## src/hdl/rst_src_pkg.sv

```systemverilog
// Constants, register map and types shared by the reset-source block
package rst_src_pkg;
   // Register byte offsets on the AXI4-Lite slave
   localparam logic [7:0] OFS_CAUSE    = 8'h00;
   localparam logic [7:0] OFS_THRESH   = 8'h04;
   localparam logic [7:0] OFS_RSTFN    = 8'h08;
   localparam logic [7:0] OFS_SPCMD    = 8'h0c;
   localparam logic [7:0] OFS_STATUS   = 8'h10;
   localparam logic [7:0] OFS_IRQ_STAT = 8'h14;
   localparam logic [7:0] OFS_IRQ_CLR  = 8'h18;
   localparam logic [7:0] OFS_IRQ_EN   = 8'h1c;

   // Reset cause flag positions
   localparam int CAUSE_CTRL = 3;
   localparam int CAUSE_UVR  = 2;
   localparam int CAUSE_THR  = 1;
   localparam int CAUSE_WDT  = 0;

   // Status flag positions
   localparam int STAT_TIMEOUT   = 0;
   localparam int STAT_POWERDOWN = 1;

   // Interrupt event positions
   localparam int EV_CTRL    = 0;
   localparam int EV_UVR     = 1;
   localparam int EV_THR     = 2;
   localparam int EV_WDTCODE = 3;
   localparam int EV_WDT     = 4;
   localparam int EV_IAP     = 5;
   localparam int EV_W       = 6;

   // Threshold select codes
   localparam logic [7:0] THR_1V7    = 8'h66;
   localparam logic [7:0] THR_1V9    = 8'h55;
   localparam logic [7:0] THR_2V55   = 8'h33;
   localparam logic [7:0] THR_3V15   = 8'h99;
   localparam logic [7:0] THR_3V8    = 8'haa;
   localparam logic [7:0] THR_OFF    = 8'hf0;
   localparam logic [7:0] THRESH_POR = THR_1V7;

   // Reset function control codes
   localparam logic [7:0] RSTFN_IO  = 8'h55;
   localparam logic [7:0] RSTFN_PIN = 8'haa;
   localparam logic [7:0] RSTFN_POR = RSTFN_IO;

   localparam logic [7:0] SPCMD_RESET = 8'h55;

   localparam logic [1:0] RESP_OKAY   = 2'h0;
   localparam logic [1:0] RESP_SLVERR = 2'h2;

   // Timing
   localparam int CLK_PERIOD_NS      = 40;
   localparam int SOFT_RESET_DELAY_NS = 16000;
   localparam int LOW_SUPPLY_MIN_NS   = 120000;
   localparam int SOFT_RESET_CYCLES  = (SOFT_RESET_DELAY_NS + CLK_PERIOD_NS - 1) / CLK_PERIOD_NS;
   localparam int LOW_SUPPLY_CYCLES  = (LOW_SUPPLY_MIN_NS + CLK_PERIOD_NS - 1) / CLK_PERIOD_NS;

   typedef enum logic [2:0] {
      SEL_1V7,
      SEL_1V9,
      SEL_2V55,
      SEL_3V15,
      SEL_3V8,
      SEL_OFF
   } uvr_sel_t;
endpackage : rst_src_pkg

```

## src/hdl/delay_if.sv

```systemverilog
// Arm and fire pair between the reset block and its hold timers
`timescale 1ns/1ps
interface delay_if;
   logic arm;
   logic fire;
   modport owner (output arm, input fire);
   modport timer (input arm, output fire);
endinterface : delay_if

```

## src/hdl/hold_timer.sv

```systemverilog
// Fires once after its arm input has stayed high for CYCLES cycles
`timescale 1ns/1ps
module hold_timer #(
   parameter int CYCLES = 4
) (
   input wire logic aclk,
   input wire logic aresetn,
   input wire logic ce,
   delay_if.timer   dl
);
   localparam int CW = $clog2(CYCLES + 1);

   if (CYCLES < 1) begin : g_chk
      $error("hold_timer needs CYCLES of at least one");
   end

   logic [CW-1:0] cnt_q;
   logic [CW-1:0] cnt_d;
   logic          fire_q;
   logic          fire_d;

   always_comb begin
      cnt_d  = cnt_q;
      fire_d = 1'b0;
      if (!dl.arm) begin
         cnt_d = '0;
      end else if (cnt_q != CW'(CYCLES)) begin
         cnt_d  = cnt_q + CW'(1);
         fire_d = (cnt_q == CW'(CYCLES - 1));
      end
   end

   always_ff @(posedge aclk) begin
      if (!aresetn) begin
         cnt_q  <= '0;
         fire_q <= 1'b0;
      end else if (ce) begin
         cnt_q  <= cnt_d;
         fire_q <= fire_d;
      end
   end

   assign dl.fire = fire_q;
endmodule : hold_timer

```

## src/hdl/reset_source_and_lvr_control.sv

```systemverilog
// Reset cause flags, threshold select and reset request logic with an AXI4-Lite slave
//
// The AXI4-Lite interface to the registers and the register addresses were decided locally.
`timescale 1ns/1ps
module reset_source_and_lvr_control #(
   parameter int SOFT_CYCLES = rst_src_pkg::SOFT_RESET_CYCLES,
   parameter int LOW_CYCLES  = rst_src_pkg::LOW_SUPPLY_CYCLES
) (
   input  wire logic                  aclk,
   input  wire logic                  aresetn,
   input  wire logic                  ce,
   input  wire logic [7:0]            awaddr,
   input  wire logic                  awvalid,
   output logic                       awready,
   input  wire logic [31:0]           wdata,
   input  wire logic [3:0]            wstrb,
   input  wire logic                  wvalid,
   output logic                       wready,
   output logic [1:0]                 bresp,
   output logic                       bvalid,
   input  wire logic                  bready,
   input  wire logic [7:0]            araddr,
   input  wire logic                  arvalid,
   output logic                       arready,
   output logic [31:0]                rdata,
   output logic [1:0]                 rresp,
   output logic                       rvalid,
   input  wire logic                  rready,
   input  wire logic                  low_supply,
   input  wire logic                  low_power_mode,
   input  wire logic                  wdt_timeout,
   input  wire logic                  wdt_code_fault,
   input  wire logic                  res_pin_low,
   output logic                       sys_reset,
   output logic                       pc_sp_reset,
   output logic                       uvr_enable,
   output rst_src_pkg::uvr_sel_t      uvr_select,
   output logic                       reset_pin_enable,
   output logic                       irq
);
   import rst_src_pkg::*;

   if (SOFT_CYCLES < 1 || LOW_CYCLES < 1) begin : g_chk
      $error("delay counts must be at least one");
   end

   function automatic logic is_mapped(input logic [7:0] a);
      return a[1:0] == 2'h0 && a <= OFS_IRQ_EN;
   endfunction : is_mapped

   // Returns SEL_OFF for the disable code; valid says the code is defined
   function automatic uvr_sel_t decode_thr(input logic [7:0] c, output logic valid);
      valid = 1'b1;
      case (c)
         THR_1V7:  return SEL_1V7;
         THR_1V9:  return SEL_1V9;
         THR_2V55: return SEL_2V55;
         THR_3V15: return SEL_3V15;
         THR_3V8:  return SEL_3V8;
         THR_OFF:  return SEL_OFF;
         default: begin
            valid = 1'b0;
            return SEL_OFF;
         end
      endcase
   endfunction : decode_thr

   ////////////////////////////////////////////////////////////////////////////
   // AXI4-Lite handshake

   logic        aw_held_q, aw_held_d, w_held_q, w_held_d;
   logic [7:0]  wr_addr_q, wr_addr_d;
   logic [31:0] wr_data_q, wr_data_d;
   logic        wr_lane_q, wr_lane_d;
   logic        awready_q, awready_d, wready_q, wready_d;
   logic        bvalid_q, bvalid_d, arready_q, arready_d, rvalid_q, rvalid_d;
   logic [1:0]  bresp_q, bresp_d, rresp_q, rresp_d;
   logic [31:0] rdata_q, rdata_d;
   logic        do_write, ar_take;

   always_comb begin
      aw_held_d = aw_held_q;
      w_held_d  = w_held_q;
      wr_addr_d = wr_addr_q;
      wr_data_d = wr_data_q;
      wr_lane_d = wr_lane_q;
      if (awvalid && awready_q) begin
         aw_held_d = 1'b1;
         wr_addr_d = awaddr;
      end
      if (wvalid && wready_q) begin
         w_held_d  = 1'b1;
         wr_data_d = wdata;
         wr_lane_d = wstrb[0];
      end
      do_write = aw_held_q && w_held_q && !bvalid_q;
      if (do_write) begin
         aw_held_d = 1'b0;
         w_held_d  = 1'b0;
      end
      bvalid_d  = do_write || (bvalid_q && !bready);
      bresp_d   = do_write ? (is_mapped(wr_addr_q) ? RESP_OKAY : RESP_SLVERR) : bresp_q;
      awready_d = !aw_held_d && !bvalid_d;
      wready_d  = !w_held_d && !bvalid_d;
      ar_take   = arvalid && arready_q;
      rvalid_d  = ar_take || (rvalid_q && !rready);
      arready_d = !rvalid_d;
      rresp_d   = ar_take ? (is_mapped(araddr) ? RESP_OKAY : RESP_SLVERR) : rresp_q;
   end

   ////////////////////////////////////////////////////////////////////////////
   // Reset sources

   logic [7:0]      thresh_q, thresh_d, rstfn_q, rstfn_d, spcmd_q, spcmd_d;
   logic [3:0]      cause_q, cause_d;
   logic            timeout_q, timeout_d, pdn_q, pdn_d;
   logic [EV_W-1:0] ev_stat_q, ev_stat_d, ev_en_q, ev_en_d, ev_set;
   logic            sys_reset_q, sys_reset_d, pc_sp_q, pc_sp_d;
   logic            uvr_en_q, uvr_en_d, pin_en_q, pin_en_d, irq_q, irq_d;
   uvr_sel_t        sel_q, sel_d, sel_now;
   logic            thr_valid, bad_thr, bad_rstfn, uvr_arm;
   logic            soft_fire, uvr_fire, iap_hit, wdt_run, wdt_sleep, pin_rst;
   logic            wr_ok;

   delay_if soft_dl ();
   delay_if low_dl ();

   hold_timer #(.CYCLES(SOFT_CYCLES)) u_soft_timer (
      .aclk    (aclk),
      .aresetn (aresetn),
      .ce      (ce),
      .dl      (soft_dl.timer)
   );

   hold_timer #(.CYCLES(LOW_CYCLES)) u_low_timer (
      .aclk    (aclk),
      .aresetn (aresetn),
      .ce      (ce),
      .dl      (low_dl.timer)
   );

   always_comb begin
      sel_now   = decode_thr(thresh_q, thr_valid);
      bad_thr   = !thr_valid;
      bad_rstfn = rstfn_q != RSTFN_IO && rstfn_q != RSTFN_PIN;
      // Comparator disabled by the code or by sleep/idle
      uvr_arm   = thr_valid && sel_now != SEL_OFF && !low_power_mode && low_supply;
   end

   assign soft_dl.arm = bad_thr || bad_rstfn;
   assign low_dl.arm  = uvr_arm;

   always_comb begin
      soft_fire = soft_dl.fire;
      uvr_fire  = low_dl.fire;
      wr_ok     = do_write && wr_lane_q;
      iap_hit   = wr_ok && wr_addr_q == OFS_SPCMD && wr_data_q[7:0] == SPCMD_RESET;
      wdt_run   = wdt_timeout && !low_power_mode;
      wdt_sleep = wdt_timeout && low_power_mode;
      pin_rst   = res_pin_low && rstfn_q == RSTFN_PIN;
      ev_set    = '0;
      ev_set[EV_CTRL]    = soft_fire && bad_rstfn;
      ev_set[EV_UVR]     = uvr_fire;
      ev_set[EV_THR]     = soft_fire && bad_thr;
      ev_set[EV_WDTCODE] = wdt_code_fault;
      ev_set[EV_WDT]     = wdt_timeout;
      ev_set[EV_IAP]     = iap_hit;
   end

   always_comb begin
      thresh_d  = thresh_q;
      rstfn_d   = rstfn_q;
      spcmd_d   = spcmd_q;
      cause_d   = cause_q;
      ev_en_d   = ev_en_q;
      ev_stat_d = ev_stat_q;
      timeout_d = timeout_q;
      pdn_d     = pdn_q;
      // Software writes first so hardware sets below win over clears
      if (wr_ok) begin
         case (wr_addr_q)
            OFS_CAUSE:   cause_d   = cause_q & wr_data_q[3:0];
            OFS_THRESH:  thresh_d  = wr_data_q[7:0];
            OFS_RSTFN:   rstfn_d   = wr_data_q[7:0];
            OFS_SPCMD:   spcmd_d   = wr_data_q[7:0];
            OFS_IRQ_CLR: ev_stat_d = ev_stat_q & ~wr_data_q[EV_W-1:0];
            OFS_IRQ_EN:  ev_en_d   = wr_data_q[EV_W-1:0];
            default: ;
         endcase
      end
      ev_stat_d = ev_stat_d | ev_set;
      if (soft_fire && bad_rstfn) begin
         cause_d[CAUSE_CTRL] = 1'b1;
      end
      if (soft_fire && bad_thr) begin
         cause_d[CAUSE_THR] = 1'b1;
         thresh_d = THRESH_POR;
      end
      if (uvr_fire) begin
         cause_d[CAUSE_UVR] = 1'b1;
      end
      if (wdt_code_fault) begin
         cause_d[CAUSE_WDT] = 1'b1;
      end
      if (wdt_timeout) begin
         timeout_d = 1'b1;
      end
      if (wdt_sleep) begin
         pdn_d = 1'b1;
      end
      sys_reset_d = soft_fire || uvr_fire || iap_hit || wdt_run || pin_rst;
      // Control code returns to default on every full reset
      if (sys_reset_d) begin
         rstfn_d = RSTFN_POR;
      end
      // Sleep timeout is a warm restart: pc_sp_reset only, no sys_reset; timeout and power-down flags still set
      pc_sp_d  = wdt_sleep;
      sel_d    = decode_thr(thresh_d, uvr_en_d);
      uvr_en_d = uvr_en_d && sel_d != SEL_OFF;
      pin_en_d = rstfn_d == RSTFN_PIN;
      irq_d    = |(ev_stat_d & ev_en_d);
      rdata_d  = rdata_q;
      if (ar_take) begin
         rdata_d = '0;
         case (araddr)
            OFS_CAUSE:    rdata_d[3:0]      = cause_q;
            OFS_THRESH:   rdata_d[7:0]      = thresh_q;
            OFS_RSTFN:    rdata_d[7:0]      = rstfn_q;
            OFS_SPCMD:    rdata_d[7:0]      = spcmd_q;
            OFS_STATUS:   rdata_d[1:0]      = {pdn_q, timeout_q};
            OFS_IRQ_STAT: rdata_d[EV_W-1:0] = ev_stat_q;
            OFS_IRQ_EN:   rdata_d[EV_W-1:0] = ev_en_q;
            default: ;
         endcase
      end
   end

   always_ff @(posedge aclk) begin
      if (!aresetn) begin
         aw_held_q   <= 1'b0;
         w_held_q    <= 1'b0;
         wr_addr_q   <= '0;
         wr_data_q   <= '0;
         wr_lane_q   <= 1'b0;
         awready_q   <= 1'b0;
         wready_q    <= 1'b0;
         bvalid_q    <= 1'b0;
         bresp_q     <= RESP_OKAY;
         arready_q   <= 1'b0;
         rvalid_q    <= 1'b0;
         rresp_q     <= RESP_OKAY;
         rdata_q     <= '0;
         thresh_q    <= THRESH_POR;
         rstfn_q     <= RSTFN_POR;
         spcmd_q     <= '0;
         cause_q     <= '0;
         timeout_q   <= 1'b0;
         pdn_q       <= 1'b0;
         ev_stat_q   <= '0;
         ev_en_q     <= '0;
         // Full reset held while power-on is low: core, timers, watchdog and ports follow it
         sys_reset_q <= 1'b1;
         pc_sp_q     <= 1'b0;
         uvr_en_q    <= 1'b1;
         sel_q       <= SEL_1V7;
         pin_en_q    <= 1'b0;
         irq_q       <= 1'b0;
      end else if (ce) begin
         aw_held_q   <= aw_held_d;
         w_held_q    <= w_held_d;
         wr_addr_q   <= wr_addr_d;
         wr_data_q   <= wr_data_d;
         wr_lane_q   <= wr_lane_d;
         awready_q   <= awready_d;
         wready_q    <= wready_d;
         bvalid_q    <= bvalid_d;
         bresp_q     <= bresp_d;
         arready_q   <= arready_d;
         rvalid_q    <= rvalid_d;
         rresp_q     <= rresp_d;
         rdata_q     <= rdata_d;
         thresh_q    <= thresh_d;
         rstfn_q     <= rstfn_d;
         spcmd_q     <= spcmd_d;
         cause_q     <= cause_d;
         timeout_q   <= timeout_d;
         pdn_q       <= pdn_d;
         ev_stat_q   <= ev_stat_d;
         ev_en_q     <= ev_en_d;
         sys_reset_q <= sys_reset_d;
         pc_sp_q     <= pc_sp_d;
         uvr_en_q    <= uvr_en_d;
         sel_q       <= sel_d;
         pin_en_q    <= pin_en_d;
         irq_q       <= irq_d;
      end
   end

   assign awready          = awready_q;
   assign wready           = wready_q;
   assign bvalid           = bvalid_q;
   assign bresp            = bresp_q;
   assign arready          = arready_q;
   assign rvalid           = rvalid_q;
   assign rresp            = rresp_q;
   assign rdata            = rdata_q;
   assign sys_reset        = sys_reset_q;
   assign pc_sp_reset      = pc_sp_q;
   assign uvr_enable       = uvr_en_q;
   assign uvr_select       = sel_q;
   assign reset_pin_enable = pin_en_q;
   assign irq              = irq_q;
endmodule : reset_source_and_lvr_control

```

## config.mk

```make
export PLATFORM = sky130hd
export DESIGN_NAME = reset_source_and_lvr_control
export DESIGN_NICKNAME = d
export VERILOG_FILES = /design/src/hdl/rst_src_pkg.sv /design/src/hdl/delay_if.sv /design/src/hdl/hold_timer.sv /design/src/hdl/reset_source_and_lvr_control.sv
export SDC_FILE = /design/constraint.sdc
export NUM_CORES = 1
export LEC_CHECK = 0
export BUFFER_PORTS_ARGS = -buffer_cell sky130_fd_sc_hd__buf_2
export CORE_MARGIN = 4
export CORE_UTILIZATION = 50
export DETAILED_ROUTE_END_ITERATION = 12
export GPL_ROUTABILITY_DRIVEN = 0
export GPL_TIMING_DRIVEN = 0
export PLACE_DENSITY = 0.88
export SYNTH_ARGS = -nofsm -noshare
export SYNTH_HDL_FRONTEND = slang
export SYNTH_SLANG_ARGS = --single-unit
```

## constraint.sdc

```tcl
create_clock -name aclk -period 2.3 [get_ports aclk]
set_clock_uncertainty 0.05 [all_clocks]
set_input_delay 0.23 -clock aclk [delete_from_list [all_inputs] [get_ports aclk]]
set_output_delay 0.23 -clock aclk [all_outputs]
set_load 0.01 [all_outputs]
```

Word-level counts from Yosys, hierarchy flattened
Cells that the tools add are included.
{ "word_totals": {"reg_bits": 109, "inputBits": 65, "out_inout_bits": 49, "word_cells": 185} }
{ "op_classes": {"add_sub_neg": 2, "magnitude_cmp": 2, "eq_ne": 36, "muxes": 38, "bitwise_logic": 5, "n_reduce_logical": 68} }
{ "ops": {"columns": ["op", "count"], "rows": [
  ["$eq 8x8->1 const B", 8],
  ["$mux 8", 6],
  ["$eq 8x5->1 const B", 5],
  ["$eq 8x7->1 const B", 5],
  ["$eq 8x4->1 const B", 4],
  ["$pmux 3 s5", 2],
  ["$logic_and 1x1->1", 24],
  ["$mux 12", 2],
  ["$mux 6", 4],
  ["$mux 9", 2],
  ["$reduce_or 6->1", 3],
  ["$eq 8x3->1 const B", 2],
  ["$eq 8x6->1 const B", 2],
  ["$le 8x5->1 const B", 2],
  ["$logic_not 8->1", 2],
  ["$reduce_and 2->1", 8],
  ["$reduce_bool 2->1", 8],
  ["$reduce_and 3->1", 5],
  ["$mux 1", 14],
  ["$pmux 2 s7", 1],
  ["$add 12x1->12 const B", 1],
  ["$and 6x6->6", 2],
  ["$eq 12x12->1 const B", 1],
  ["$ne 12x12->1 const B", 1],
  ["18 further kinds", 37]
]} }

Depth between registers and ports, before layout
{ "logic_depth": {"word_depth": 10, "depth_mapped": 7} }

Modules after synthesis
A second synthesis with hierarchy kept.
{ "unflattened": {"hier_cells": 690, "hier_area_um2": 5813.1} }
{ "modules_own_cells": {"columns": ["mod", "instances", "cells_per_inst", "area_each_um2", "seq_area_each_um2"], "rows": [
  ["reset_source_and_lvr_control", 1, 523, 4394.2, 1681.6],
  ["hold_timer (u_low_timer)", 1, 93, 770.7, 260.2],
  ["hold_timer (u_soft_timer)", 1, 74, 648.1, 200.2]
]} }

Worst setup path after synthesis
OpenSTA, ideal clock, no wires.
{ "synth_path": {"path_kind": "register to register", "from": "register wr_addr_q[7]", "to": "register sel_q[0] (netlist: uvr_select[0])", "arrival_ns": 2.173, "slack_ns": -0.047, "stages_incl_launch_ff": 8, "period_less_slack_ns": 2.347, "path_cell_list": "dfxtp_1 > or4_4 > or2_1 > or4_4 > buf_6 > and3_4 > o31ai_2 > a21boi_1"} }
{ "synth_via": {"elab_chain_cells": 6} }
{ "synth_rtl": {"columns": ["item", "line", "rtl"], "rows": [
  ["start: declaration", "reset_source_and_lvr_control.sv:72", "logic [7:0] wr_addr_q, wr_addr_d;"],
  ["start signal: assignment", "reset_source_and_lvr_control.sv:271", "wr_addr_q <= wr_addr_d;"],
  ["$eq 8x3->1 *", "reset_source_and_lvr_control.sv:181", "case (wr_addr_q)"],
  ["$mux 8 *", "reset_source_and_lvr_control.sv:181", null],
  ["$mux 8 *", "reset_source_and_lvr_control.sv:180", "if (wr_ok) begin"],
  ["$mux 8 *", "reset_source_and_lvr_control.sv:195", "if (soft_fire && bad_thr) begin"],
  ["$eq 8x8->1 (tied with other cells)", "reset_source_and_lvr_control.sv:54", "case (c)"],
  ["$pmux 3 s5 *", "reset_source_and_lvr_control.sv:54", null],
  ["end signal: assignment", "reset_source_and_lvr_control.sv:293", "sel_q <= sel_d;"],
  ["end: declaration", "reset_source_and_lvr_control.sv:120", "uvr_sel_t sel_q, sel_d, sel_now;"]
]} }
Every way passes the cells marked *; elsewhere a longest branch is shown, timed or not.
A chain may end at the register's enable or synchronous reset.

Worst setup path in the final report
{ "layout_path": {"from": "register wr_addr_q[7]", "to": "register pin_en_q (netlist: reset_pin_enable)"} }
{ "layout_via": {"elab_chain_cells": 8} }
{ "layout_rtl": {"columns": ["item", "line", "rtl"], "rows": [
  ["$eq 8x4->1", "reset_source_and_lvr_control.sv:157", "iap_hit = wr_ok && wr_addr_q == OFS_SPCMD && wr_data_q[7:0] == SPCMD_RESET;"],
  ["$logic_and 1x1->1 (2 in series)", "reset_source_and_lvr_control.sv:157", null],
  ["$logic_or 1x1->1 (3 in series)", "reset_source_and_lvr_control.sv:211", "sys_reset_d = soft_fire || uvr_fire || iap_hit || wdt_run || pin_rst;"],
  ["$mux 8 *", "reset_source_and_lvr_control.sv:213", "if (sys_reset_d) begin"],
  ["$eq 8x8->1 *", "reset_source_and_lvr_control.sv:220", "pin_en_d = rstfn_d == RSTFN_PIN;"],
  ["end signal: assignment", "reset_source_and_lvr_control.sv:294", "pin_en_q <= pin_en_d;"],
  ["end: declaration", "reset_source_and_lvr_control.sv:119", "logic uvr_en_q, uvr_en_d, pin_en_q, pin_en_d, irq_q, irq_d;"]
]} }
Marked as above.

==> impl_metrics.csv <==
group,metric,value,unit
logic_synthesis,ys.flop_type,"dfxtp_1",
pwr,power,0.00346,W
sta,fin_ws,-0.130,ns
clock_network,ctsLongestPathBuffers,2,
sta,final-hold-violation-count,0,
route,drtPass1Iterations,5,
sta,fmax,412,MHz
logic_synthesis,synthArstFlopShare,0,%
setup_path,cp-end-kind,"register",
global_routing,grt_usage,22.4,%
logic_synthesis,synthCells,639,
sta,rsz0062_at_grt,"yes",
logic_synthesis,avgSynthCellArea,8.47,sq um
logic_synthesis,yosysTopAreaCellShare,39.6,%
logic_synthesis,syn-cell-area,5410,sq um
status,status,"complete, but fails checks",
die,dieArea,12600,sq um
sta,worstMarginPinSlew,0.800,ns
logic_synthesis,synth_edf_count,0,
worst_hold_path,hold_class,"primary input to register",
global_routing,grt_overflow,0,
setup_path,r2r_setup_slack,-0.13,ns
cells_and_area,multi_input_comb_area,3130,sq um
cells_and_area,diodes,0,
die,die_h,112,um
setup_path,timing.rr.start,"wr_addr_q[7]",
cells_and_area,n_fill_cell,898,
clock_network,clock_sinks,107,
setup_path,worstPathArrival,2.70,ns
logic_synthesis,yosysTopAreaCell,"dfxtp_1",
placement,io_buffers,58,
die,ios,114,
route,vias_per_cell,5.83,
sta,whs,0.0372,ns
logic_synthesis,yosysWarnings,0,
cells_and_area,instances_no_fill,875,
sta,setup_viol,13,
logic_synthesis,synth_common_cells,"nand2_1, dfxtp_1, nor2_1",
logic_synthesis,synth_seq_cells,107,
cells_and_area,nets,803,
clock_network,cts_hold_buf,0,
logic_synthesis,yosys-top-cells-area,"dfxtp_1, nand2_1, a21boi_0",
clock_network,cts_made_buffers,9,
clock_network,htree_levels,3,
clock_network,clk_latency,0.38,ns
sta,relSlewSlack,46.0,%
die,die_w,112,um
die,core,10400,sq um
placement,dpl.hpwl,10600,um
setup_path,crit_fanout,6,
route,drt_iter0_markers,508,
setup_path,path_class,"register to register",
global_routing,grt_max_degree,17,
setup_path,r2r_cells,6,
worst_hold_path,hold_path_depth,3,
route,drtAntennaViolNets,0,
pwr,p_per_area,544,nW/um^2
worst_hold_path,hp-start,"wdata[4]",
flow_run,drv_cap,0,
clock_network,clkSlewWorstSetupHoldPaths,0.10,ns
placement,dp_cells,858,
route,wl,14900,um
logic_synthesis,yosysMostFrequentCell,"nand2_1",
sta,min_period_over_period,106,%
cells_and_area,drive_gt1_share,21.7,%
route,via_count,5097,
global_routing,grt_pass1_vias,4625,
clock_network,cts_tree,"done",
pwr,p_leak,2.33,nW
die,rows,37,
cells_and_area,register_area,2150,sq um
logic_synthesis,yosysUniqueCellTypes,61,
setup_path,critPathLaunchType,"register",
status,failed_checks,"negative setup slack",
cells_and_area,areaGrowthSynthToFinish,17.3,%
pwr,ir_worst_vdd,0.280,mV
setup_path,crit_required,2.57,ns
route,drcViolationCount,0,
global_routing,grt_pass1_wl,22900,um
clock_network,cts_root_buf,"clkbuf_8",
worst_hold_path,min_to,"wr_data_q[4]",
placement,postPlaceCellArea,5970,sq um
sta,period_minus_slack,2.43,ns
route,wl_per_cell,17.0,um
logic_synthesis,yosysSeqAreaShare,39.6,%
die,start_util,52.0,%
cells_and_area,final_util,61.0,%
sta,report.final.slew_viol_count,0,
setup_path,r2r-end,"reset_pin_enable",
global_routing,antenna_found_initial,0,
cells_and_area,stdcell_area,6350,sq um
[how the worst max path moves through the flow]
| stage | from | slack [ns] | depth (start not counted) | endpoint |
|---|---|---|---|---|
| 2_1_floorplan | wr_addr_q[1] | 0.03 | 7 | uvr_select[0] |
| 3_3_place_gp | ce | -0.36 | 7 | wr_data_q[6] |
| 3_5_place_dp | ce | -0.36 | 7 | wr_data_q[2] |
| 4_1_cts | wr_addr_q[7] | -0.06 | 6 | uvr_select[0] |
| 5_1_grt | wr_addr_q[7] | -0.21 | 6 | reset_pin_enable |
| 6_report | wr_addr_q[7] | -0.13 | 6 | reset_pin_enable |
[registers in the layout (all words and copies together) (netlist names), 4 cells and up]
register,cells
cause_q,4
ev_en_q,6
ev_stat_q,6
rdata,8
rstfn_q,8
spcmd_q,8
thresh_q,8
u_low_timer.cnt_q,12
u_soft_timer.cnt_q,9
wr_addr_q,8
wr_data_q,8
[routing by layer]
layer	GRT usage (%)	wire [um]	part of all wire [%]
met5	0	0	0
met4	8.09	384	2.6
met3	4.37	1540	10
met2	35.5	6660	45
met1	30.5	6280	42
[power breakdown]
group	internal, W	switching, W	total [W]
Clock	0.000563	0.000650	0.00121
Combinational	0.000146	0.000191	0.000336
Sequential	0.00188	0.0000262	0.00191
Total	0.00259	0.000867	0.00346
[worst max-delay path: stages, from the launching register on]
cell and delay (ns):
dfxtp_2 0.33, or4_4 0.59, nor4_1 0.44, and2_1 0.32, mux2_2 0.38, o2bb2ai_1 0.12, and2_1 0.14
[stage by stage]
step	setup slack (ns)	setup TNS [ns]
after global routing	-0.212	-2.13
after detailed placement	-0.361	-8.05
after floorplan	0.0310	0
after CTS	-0.0605	-0.223
after global placement	-0.364	-7.63
final	-0.130	-0.525
[final cells by class]
type	count	area share, %
well taps	136	2.68
repair buffers	64	5.28
multi-input cells	483	49.3
inverters	14	0.828
flip-flops and latches	107	33.8
plain buffers	55	4.85
clock inverters	4	0.768
clock buffers	12	2.44
[layout by cell type (no fill, tap or decap), types with 11 or more instances in the layout]
master,n
nand2_1,109
buf_2,60
conb_1,26
a22oi_1,12
nor2b_1,24
nand3_1,21
dfxtp_1,103
clkbuf_1,27
inv_1,14
mux2_2,13
nor2_1,50
a21boi_0,41
nand4_1,12
clkbuf_8,11
buf_4,32
[cell families (layout without fill, tap and decap cells)]
logic type | count (synthesis) | in the layout | share of synthesized area (%)
adder cells (fa/ha/maj) | 4 | 4 | 0.925
multiplexers | 23 | 23 | 5.48
buffers and inverters | 74 | 149 | 7.10
other | 1 | 26 | 0.0693
AND/OR/NAND/NOR | 279 | 279 | 26.2
AO/OA/AOI/OAI | 132 | 132 | 17.6
flip-flops | 107 | 107 | 39.6
XOR/XNOR | 19 | 19 | 3.07
[what timing repair did]
action                     CTS  global route
hold endpoints to repair     0             0
buffers inserted             1             5
resized for setup           19            31
pin swaps                    6            11
setup endpoints to repair   39            66
No activity file was read; power rests on OpenSTA's default activity.
